## src/mcr_pkg.sv

```systemverilog
/*
  Package for the motor configuration register slice: register offsets,
  field positions, reset values, timing constants and the carrier types.
  Assumes a single 50 MHz system clock shared by every user of the package.
*/
package mcr_pkg;

  // ----------------------------------------------------------------------
  // Register map
  // ----------------------------------------------------------------------
  localparam logic [7:0]  ADDR_SINGLE_ADDRESS  = 8'h33;
  localparam logic [7:0]  ADDR_ACCESS_CONTROL  = 8'h35;
  localparam logic [7:0]  ADDR_SINGLE_READ     = 8'h36;
  localparam logic [7:0]  ADDR_UNUSED_A_FIRST  = 8'h37;
  localparam logic [7:0]  ADDR_UNUSED_A_LAST   = 8'h5f;
  localparam logic [7:0]  ADDR_PROGRAM_CONTROL = 8'h60;
  localparam logic [7:0]  ADDR_UNUSED_B_FIRST  = 8'h61;
  localparam logic [7:0]  ADDR_UNUSED_B_LAST   = 8'h8f;
  localparam logic [7:0]  ADDR_FIRST_CONFIG    = 8'h90;
  localparam logic [7:0]  ADDR_SECOND_CONFIG   = 8'h91;

  localparam logic [15:0] RESET_WORD           = 16'h0000;
  localparam logic [7:0]  RESET_ADDRESS        = 8'h00;

  // ----------------------------------------------------------------------
  // Field positions
  // ----------------------------------------------------------------------
  localparam int          BIT_MOTOR_DRIVE_OFF  = 15;
  localparam int          BIT_WRITE_SELECT     = 2;
  localparam int          ACCESS_MODE_LSB      = 0;
  localparam int          SECOND_CONFIG_MSB    = 14;
  localparam logic [14:0] SECOND_CONFIG_RESET  = 15'h0000;

  // Access modes of the nonvolatile memory
  typedef enum logic [1:0] {
    MCR_ACC_OFF    = 2'b00,
    MCR_ACC_SINGLE = 2'b01,
    MCR_ACC_BULK   = 2'b10,
    MCR_ACC_RSVD   = 2'b11
  } mcr_access_mode_e;

  // Tach gating choices
  typedef enum logic [1:0] {
    MCR_TACH_ALWAYS      = 2'b00,
    MCR_TACH_CLOSED_LATE = 2'b01,
    MCR_TACH_FIRST_OPEN  = 2'b10,
    MCR_TACH_RESERVED    = 2'b11
  } mcr_tach_gate_e;

  // Dither span choices
  typedef enum logic [1:0] {
    MCR_DITHER_NONE = 2'b00,
    MCR_DITHER_5    = 2'b01,
    MCR_DITHER_10   = 2'b10,
    MCR_DITHER_15   = 2'b11
  } mcr_dither_e;

  // ----------------------------------------------------------------------
  // Timing
  // ----------------------------------------------------------------------
  localparam int CLK_HZ           = 50_000_000;
  localparam int TACH_DELAY_MS    = 280;
  localparam int TACH_DELAY_CYCLES = TACH_DELAY_MS * (CLK_HZ / 1000);
  localparam int TACH_DELAY_WIDTH = 24;

  // ----------------------------------------------------------------------
  // Carriers
  // ----------------------------------------------------------------------
  typedef struct packed {
    mcr_dither_e    spread_spectrum_sel;
    mcr_tach_gate_e tach_open_loop_sel;
    logic [3:0]     tach_divide_ratio;
    logic           cycle_adjust_granularity;
    logic [2:0]     resistance_shift;
    logic [3:0]     resistance_mantissa;
  } mcr_first_config_word_s;

  typedef struct packed {
    logic        rd;
    logic        wr;
    logic [7:0]  addr;
    logic [15:0] wdata;
  } mcr_reg_req_s;

  typedef struct packed {
    logic             start;
    mcr_access_mode_e mode;
    logic             write_select;
    logic [7:0]       address;
  } mcr_nv_cmd_s;

endpackage : mcr_pkg

```

## src/mcr_tach.sv

```systemverilog
/*
  Tach output generator: divides electrical half-cycle edges by n+1 and
  gates the output according to the open-loop select field.
  Assumes edge, loop state and configuration inputs are synchronous to sys_clk.
*/
`timescale 1ns/10ps
module mcr_tach #(
  parameter int DELAY_CYCLES = mcr_pkg::TACH_DELAY_CYCLES
) (
  input  wire logic                    sys_clk,
  input  wire logic                    rst_b,
  input  wire logic                    elec_edge,
  input  wire logic                    closed_loop,
  input  wire logic                    motor_running,
  input  wire logic [3:0]              tach_divide_ratio,
  input  wire mcr_pkg::mcr_tach_gate_e tach_open_loop_sel,
  output logic                         tach_output
);

  logic [3:0]                          edge_count;
  logic                                tach_raw;
  logic [mcr_pkg::TACH_DELAY_WIDTH-1:0] delay_count;
  logic                                delay_done;
  logic                                seen_closed;
  logic                                gate_open;

  localparam logic [mcr_pkg::TACH_DELAY_WIDTH-1:0] DELAY_LAST =
    mcr_pkg::TACH_DELAY_WIDTH'(DELAY_CYCLES - 1);

  // ----------------------------------------------------------------------
  // Divider
  // ----------------------------------------------------------------------
  // Toggle every n+1 half-cycle edges gives electrical rate over n+1
  always_ff @(posedge sys_clk or negedge rst_b) begin
    if (!rst_b) begin
      edge_count <= 4'h0;
      tach_raw   <= 1'b0;
    end else if (!motor_running) begin
      edge_count <= 4'h0;
      tach_raw   <= 1'b0;
    end else if (elec_edge) begin
      if (edge_count >= tach_divide_ratio) begin
        edge_count <= 4'h0;
        tach_raw   <= ~tach_raw;
      end else begin
        edge_count <= edge_count + 4'h1;
      end
    end
  end

  // ----------------------------------------------------------------------
  // Gating state
  // ----------------------------------------------------------------------
  // Delay restarts whenever closed loop is lost
  always_ff @(posedge sys_clk or negedge rst_b) begin
    if (!rst_b) begin
      delay_count <= '0;
      delay_done  <= 1'b0;
    end else if (!closed_loop || !motor_running) begin
      delay_count <= '0;
      delay_done  <= 1'b0;
    end else if (!delay_done) begin
      if (delay_count == DELAY_LAST) begin
        delay_done <= 1'b1;
      end else begin
        delay_count <= delay_count + 1'b1;
      end
    end
  end

  // A spin-up counts as the first open loop until closed loop is reached
  always_ff @(posedge sys_clk or negedge rst_b) begin
    if (!rst_b) begin
      seen_closed <= 1'b0;
    end else if (!motor_running) begin
      seen_closed <= 1'b0;
    end else if (closed_loop) begin
      seen_closed <= 1'b1;
    end
  end

  // Reserved selection keeps the output quiet
  always_comb begin
    case (tach_open_loop_sel)
      mcr_pkg::MCR_TACH_ALWAYS:      gate_open = 1'b1;
      mcr_pkg::MCR_TACH_CLOSED_LATE: gate_open = closed_loop && delay_done;
      mcr_pkg::MCR_TACH_FIRST_OPEN:  gate_open = closed_loop || !seen_closed;
      default:                       gate_open = 1'b0;
    endcase
  end

  // Registered output
  always_ff @(posedge sys_clk or negedge rst_b) begin
    if (!rst_b) begin
      tach_output <= 1'b0;
    end else begin
      tach_output <= tach_raw && gate_open;
    end
  end

endmodule : mcr_tach

```

## src/mcr_regs.sv

```systemverilog
/*
  Motor configuration register slice: single-location memory access
  registers, the motor disable control and the configuration words, with
  their decoded settings and the tach output.
  Assumes the two-wire serial engine presents one-cycle read and write
  strobes on the register port, and that the memory controller reports a
  finished single read with a one-cycle pulse and its word.
*/
// What this block does
// - Finished single read loads read-data register
// - Read-data register ignores host writes
// - Addresses 0x37 to 0x5F do nothing
// - Addresses 0x61 to 0x8F do nothing
// - Motor-disable bit set stops all drive
// - Motor-disable bit never reads back
// - Bits 15:14 select dither span
// - Bits 13:12 gate the tach output
// - Tach is electrical speed over n+1
// - Bit 7 selects full or half cycle
// - Resistance is mantissa shifted by shift count
// - First configuration word resets to zero
// - Single-access address selects target, 0x90 first word
// - Access mode field and read/write select
`timescale 1ns/10ps
module mcr_regs #(
  parameter int TACH_DELAY_CYCLES = mcr_pkg::TACH_DELAY_CYCLES
) (
  input  wire logic                  sys_clk,
  input  wire logic                  rst_b,
  input  wire mcr_pkg::mcr_reg_req_s reg_req,
  output logic [15:0]                reg_rdata,
  output logic                       reg_rvalid,
  input  wire logic                  nv_read_done,
  input  wire logic [15:0]           nv_read_word,
  output mcr_pkg::mcr_nv_cmd_s       nv_cmd,
  output logic                       motor_drive_off,
  output logic                       motor_run_enable,
  output mcr_pkg::mcr_first_config_word_s      first_config,
  output logic [14:0]                second_config,
  output logic [10:0]                resistance_value,
  input  wire logic                  elec_edge,
  input  wire logic                  closed_loop,
  output logic                       tach_output
);

  logic [7:0]                single_access_address;
  mcr_pkg::mcr_access_mode_e memory_access_mode;
  logic                      memory_write_select;
  logic [15:0]               single_read_word;
  logic [15:0]               first_config_word;
  logic [15:0]               next_rdata;
  logic                      hit_address;
  logic                      hit_control;
  logic                      hit_read;
  logic                      hit_program;
  logic                      hit_first;
  logic                      hit_second;
  logic                      start_pulse;

  // ----------------------------------------------------------------------
  // Address decode
  // ----------------------------------------------------------------------
  // Only listed offsets decode; both unused ranges fall through to nothing.
  // Exact compares keep a stray offset from aliasing onto a live register.
  assign hit_address = reg_req.addr == mcr_pkg::ADDR_SINGLE_ADDRESS;
  assign hit_control = reg_req.addr == mcr_pkg::ADDR_ACCESS_CONTROL;
  assign hit_read    = reg_req.addr == mcr_pkg::ADDR_SINGLE_READ;
  assign hit_program = reg_req.addr == mcr_pkg::ADDR_PROGRAM_CONTROL;
  assign hit_first   = reg_req.addr == mcr_pkg::ADDR_FIRST_CONFIG;
  assign hit_second  = reg_req.addr == mcr_pkg::ADDR_SECOND_CONFIG;

  // ----------------------------------------------------------------------
  // Single-location access setup
  // ----------------------------------------------------------------------
  // Target address for the memory controller
  always_ff @(posedge sys_clk or negedge rst_b) begin
    if (!rst_b) begin
      single_access_address <= mcr_pkg::RESET_ADDRESS;
    end else if (reg_req.wr && hit_address) begin
      single_access_address <= reg_req.wdata[7:0];
    end
  end

  // Mode and direction; writing this register with a nonzero mode launches an access
  always_ff @(posedge sys_clk or negedge rst_b) begin
    if (!rst_b) begin
      memory_access_mode  <= mcr_pkg::MCR_ACC_OFF;
      memory_write_select <= 1'b0;
    end else if (reg_req.wr && hit_control) begin
      memory_access_mode  <= mcr_pkg::mcr_access_mode_e'(
        reg_req.wdata[mcr_pkg::ACCESS_MODE_LSB +: 2]);
      memory_write_select <= reg_req.wdata[mcr_pkg::BIT_WRITE_SELECT];
    end
  end

  // Start pulse one cycle after the control write, so mode is settled.
  // The reserved mode code still launches a start; the memory controller
  // must refuse it, which keeps this decode to a single compare.
  always_ff @(posedge sys_clk or negedge rst_b) begin
    if (!rst_b) begin
      start_pulse <= 1'b0;
    end else begin
      start_pulse <= reg_req.wr && hit_control &&
        (reg_req.wdata[mcr_pkg::ACCESS_MODE_LSB +: 2] != 2'b00);
    end
  end

  // One driver for the whole carrier: pulse plus the stored settings
  assign nv_cmd = '{
    start:        start_pulse,
    mode:         memory_access_mode,
    write_select: memory_write_select,
    address:      single_access_address
  };

  // ----------------------------------------------------------------------
  // Single-read data
  // ----------------------------------------------------------------------
  // Loaded only by the memory controller; host writes are never decoded here
  always_ff @(posedge sys_clk or negedge rst_b) begin
    if (!rst_b) begin
      single_read_word <= mcr_pkg::RESET_WORD;
    end else if (nv_read_done) begin
      single_read_word <= nv_read_word;
    end
  end

  // ----------------------------------------------------------------------
  // Program control
  // ----------------------------------------------------------------------
  // Drive stays off until software clears the bit again.
  // Reads never show the bit, so software has to remember what it wrote.
  always_ff @(posedge sys_clk or negedge rst_b) begin
    if (!rst_b) begin
      motor_drive_off <= 1'b0;
    end else if (reg_req.wr && hit_program) begin
      motor_drive_off <= reg_req.wdata[mcr_pkg::BIT_MOTOR_DRIVE_OFF];
    end
  end

  assign motor_run_enable = !motor_drive_off;

  // ----------------------------------------------------------------------
  // Configuration words
  // ----------------------------------------------------------------------
  // First word: all fields plain read/write, zero after reset
  always_ff @(posedge sys_clk or negedge rst_b) begin
    if (!rst_b) begin
      first_config_word <= mcr_pkg::RESET_WORD;
    end else if (reg_req.wr && hit_first) begin
      first_config_word <= reg_req.wdata;
    end
  end

  // Second word: top bit reserved, held out of storage
  always_ff @(posedge sys_clk or negedge rst_b) begin
    if (!rst_b) begin
      second_config <= mcr_pkg::SECOND_CONFIG_RESET;
    end else if (reg_req.wr && hit_second) begin
      second_config <= reg_req.wdata[mcr_pkg::SECOND_CONFIG_MSB:0];
    end
  end

  // Field split follows the packed layout of the carrier
  assign first_config = mcr_pkg::mcr_first_config_word_s'(first_config_word);

  // Rounding is software's job; hardware only rebuilds the value
  assign resistance_value = 11'(first_config.resistance_mantissa) <<
    first_config.resistance_shift;

  // ----------------------------------------------------------------------
  // Read path
  // ----------------------------------------------------------------------
  // Unmapped and write-only locations read as zero
  always_comb begin
    next_rdata = 16'h0000;
    case (1'b1)
      hit_address: next_rdata = {8'h00, single_access_address};
      hit_control: next_rdata = {13'h0000, memory_write_select, memory_access_mode};
      hit_read:    next_rdata = single_read_word;
      hit_program: next_rdata = 16'h0000;
      hit_first:   next_rdata = first_config_word;
      hit_second:  next_rdata = {1'b0, second_config};
      default:     next_rdata = 16'h0000;
    endcase
  end

  // Read data registered one cycle after the strobe
  always_ff @(posedge sys_clk or negedge rst_b) begin
    if (!rst_b) begin
      reg_rdata  <= mcr_pkg::RESET_WORD;
      reg_rvalid <= 1'b0;
    end else begin
      reg_rvalid <= reg_req.rd;
      if (reg_req.rd) begin
        reg_rdata <= next_rdata;
      end
    end
  end

  // ----------------------------------------------------------------------
  // Tach output
  // ----------------------------------------------------------------------
  // Tach stops with the drive; it goes low two clocks after the disable bit sets
  mcr_tach #(
    .DELAY_CYCLES (TACH_DELAY_CYCLES)
  ) u_tach (
    .sys_clk            (sys_clk),
    .rst_b              (rst_b),
    .elec_edge          (elec_edge),
    .closed_loop        (closed_loop),
    .motor_running      (motor_run_enable),
    .tach_divide_ratio  (first_config.tach_divide_ratio),
    .tach_open_loop_sel (first_config.tach_open_loop_sel),
    .tach_output        (tach_output)
  );

endmodule : mcr_regs

```

## config.mk

```make
export PLATFORM = sky130hd
export DESIGN_NAME = mcr_regs
export DESIGN_NICKNAME = d
export VERILOG_FILES = /design/src/mcr_pkg.sv /design/src/mcr_tach.sv /design/src/mcr_regs.sv
export SDC_FILE = /design/constraint.sdc
export NUM_CORES = 1
export LEC_CHECK = 0
export ABC_CLOCK_PERIOD_IN_PS = 4000
export BUFFER_PORTS_ARGS = -buffer_cell sky130_fd_sc_hd__buf_2
export CORE_ASPECT_RATIO = 0.7
export CORE_UTILIZATION = 40
export DETAILED_ROUTE_END_ITERATION = 12
export PLACE_DENSITY = 0.64
export SETUP_SLACK_MARGIN = 0.1
export SYNTH_ARGS = -nofsm -noshare
export SYNTH_HDL_FRONTEND = slang
export SYNTH_SLANG_ARGS = --single-unit
```

## constraint.sdc

```tcl
create_clock -name sys_clk -period 4 [get_ports sys_clk]
set_input_delay 0.8 -clock sys_clk [delete_from_list [all_inputs] [get_ports sys_clk]]
set_output_delay 0.8 -clock sys_clk [all_outputs]
set_load 0.005 [all_outputs]
```

==> flow_summary.yaml <==
status:
  status: "completed"
cts:
  cts_resized: 0
  cts-buffers-inserted: 9
  cts_tree: "yes"
  clock_transition_at_path_regs_ns: 0.07
  clk_root_buffer_cell: "clkbuf_16"
  ctsHoldBuffers: 0
  post_cts.repair.setup_buffers: 0
  clkLatencyLatePin_ns: 0.35
  htree_num_levels: 3
  ctsLongestPathBuffers: 2
  clock-sinks: 109
job:
  maxCapViolations: 0
grt:
  grt_pass1_vias: 4086
  wire_length_of_the_first_global_routing_pass_um: 22500
  grt_antenna_before_repair: 0
  global_route.overflow_total: 0
  grt_max_degree: 65
  grtUsageTotal: 0.210
setup_path:
  worstPathBufferInverterCount: 1
  worstPathMaxFanout: 7
  crit_path_cell_trace: "mux2_2, o21ai_0, o22ai_1, buf_2"
  path_delay_family: "flip-flops"
  setup.worst_path.class: "register to primary output"
  cpMaxStageDelayCell: "dfrtp_1"
  ff2ff_path_depth: 5
  worst-endpoint-arrival_ns: 1.73
  worst_ep_required_time_ns: 3.20
  logic_depth_of_the_worst_path_buffers_included: 4
  critical_path.max_stage_delay_ns: 0.50
  startpoint_type: "register"
  critical_path.endpoint_type: "primary output"
power_and_ir_drop:
  cellLeakagePower_nw: 3.05
  report.power.total_mw: 2.40
  power.density_nw_per_um2: 374
  max-vdd-ir-drop_mv: 0.245
sta:
  max_clock_freq_ghz: 0.395
  tightest_slew_ns: 0.863
  setup_slack_ns: 1.47
  rsz0062_at_grt: "no"
  timing_hold_violations_final: 0
  report.final.setup_viol: 0
  setup_total_negative_slack_ns: 0
  finalMaxSlewViolations: 0
  layout_min_cycle_time_ns: 2.53
  min_period_over_period: 0.633
  final.setup_skew_ns: 0.00682
  slew_headroom: 0.422
detailed_routing:
  detail-route-antenna-nets: 0
  number_of_drc_violations_after_detailed_routing_iteration_0: 300
  drc: 0
  routedWlPerCell_um: 18.4
  wl_um: 14200
  drtPass1Iterations: 5
  detailroute.via_count: 4240
  routed_via_density: 5.47
placement:
  dp.cells: 759
  io_buffer_count: 120
  place.gp.congestion: 0.932
  place_ws_ns: 1.25
  place.detailed.hpwl_um: 10700
synthesis:
  synth_edf_count: 0
  synth_async_sr_flop_share: 1.00
  yosysWarnings: 0
  synth.ff_latch_count: 109
  synth_area_per_cell_um2: 10.8
  largest_area_contributor_in_the_synthesized_netlist: "dfrtp_1"
  synth.yosys.seq_area_share: 0.506
  mappedNetlistNets: 551
  synth_ff_type: "dfrtp_1"
  count_of_different_cell_masters_after_synthesis: 66
  synthDominantCellAreaShare: 0.506
  synthCells: 498
  synthTopCellsByArea: "dfrtp_1 51%, mux2_2 13%, nor2_1 3.3%"
  mappedNetlistArea_um2: 5390
floorplanning:
  floorplan.die_area_um2: 14000
  io-pin-count: 121
  floorplan.die.width_um: 141
  die_y_um: 99.1
  start_util: 0.410
  design.core.area_um2: 13100
  rows: 35
layout:
  ant_cells: 0
  design.final.nets: 657
  final_util: 0.488
  layout_common_cells: "119 x buf_2, 109 x dfrtp_1, 64 x mux2_2"
  layout_commonest_cell: "buf_2"
  post_route_cells_drive_above_1_share: 0.361
  flow.area_growth_from_synthesis_pct: 18.9
  final-instance-count-excl-fill: 775
  fillCellCount: 1196
min_path:
  min_delay_path_depth: 1
  hold_path_class: "register to register"
[registers in the layout, indices dropped and copies added, names as in the netlist, 2 cells and up]
register,flops
u_tach.delay_count,24
first_config,16
reg_rdata,16
single_read_word,16
second_config,15
single_access_address,8
u_tach.edge_count,4
memory_access_mode,2
[routing by layer]
layer | part of all wire | track usage | wire length, um
met2 | 0.43 | 0.300 | 6090
met1 | 0.51 | 0.318 | 7200
met4 | 0.021 | 0.0744 | 297
met5 | 0 | 0 | 0
met3 | 0.047 | 0.0385 | 669
[cells in the mapped netlist, types with 2 or more instances]
cell and number:
or3_1 4, a22oi_1 13, nor3_1 7, nor2b_1 7, inv_1 22, and2_1 2
mux2_2 64, mux2i_1 3, o22ai_1 11, clkbuf_1 14, buf_1 3, nand3b_1 3
a32oi_1 2, dfrtp_1 109, xnor2_1 5, buf_4 2, nor4_1 2, nor2_1 48
a21oi_1 21, a31oi_1 7, ha_1 6, o21a_1 2, o41ai_1 2, buf_6 2
o32ai_1 2, o21ai_0 14, nand4bb_1 2, or2_2 2, nand4_1 7, and4_1 2
and3_1 3, a31o_2 3, nand3_1 17, mux2_1 4, xor2_1 9, buf_2 4
nand2_1 39
[through the flow]
step / hold slack, ns / cell area, um^2
6_report: 0.515 / 6410
5_1_grt: 0.527 / 6410
4_1_cts: 0.521 / 6410
3_5_place_dp: 0.502 / 6090
3_3_place_gp: 0.479 / 6090
2_1_floorplan: 0.460 / 5390
[worst register-to-register path, stage by stage, from the launching register on]
cell,delay [ns]
dfrtp_1,0.42
nor4bb_1,0.45
nand4bb_1,0.21
nor4_1,0.67
o21ai_0,0.21
a21oi_1,0.19
[kinds of logic (layout without fill, tap and decap cells)]
family,after synthesis,in the layout,share of synthesized area
compound gates,84,84,0.103
xor+xnor,14,14,0.0227
fa+ha+maj,6,6,0.0139
buf+inv,48,159,0.0388
flops,109,109,0.506
mux,71,71,0.148
simple gates,166,166,0.168
[area by class of cell]
class | count | area, um^2 | area share
Multi-Input combinational cell | 341 | 2450 | 0.383
Timing Repair Buffer | 121 | 623 | 0.0972
Inverter | 22 | 82.6 | 0.0129
Clock buffer | 11 | 233 | 0.0363
Tap cell | 166 | 208 | 0.0324
Sequential cell | 109 | 2730 | 0.425
Clock inverter | 5 | 83.8 | 0.0131
[final timing paths]
path,from,to,slack (ns)
min,single_read_word[13],single_read_word[13],0.51
max reg2reg,u_tach.delay_count[21],u_tach.delay_count[7],1.75
max,first_config[4],resistance_value[6],1.47
max in group asynchronous,rst_b,second_config[2],2.70
min in group asynchronous,rst_b,u_tach.delay_count[17],0.53
min reg2reg,single_read_word[13],single_read_word[13],0.51
[where the power goes]
| part | switching (mW) | leakage [nW] | internal (mW) | total [mW] |
|---|---|---|---|---|
| registers | 0.0525 | 1.45 | 1.16 | 1.21 |
| logic | 0.126 | 1.45 | 0.106 | 0.231 |
| clock network | 0.403 | 0.146 | 0.552 | 0.955 |
| total | 0.581 | 3.05 | 1.82 | 2.40 |
Note: power is estimated with default switching activity, not from simulation.
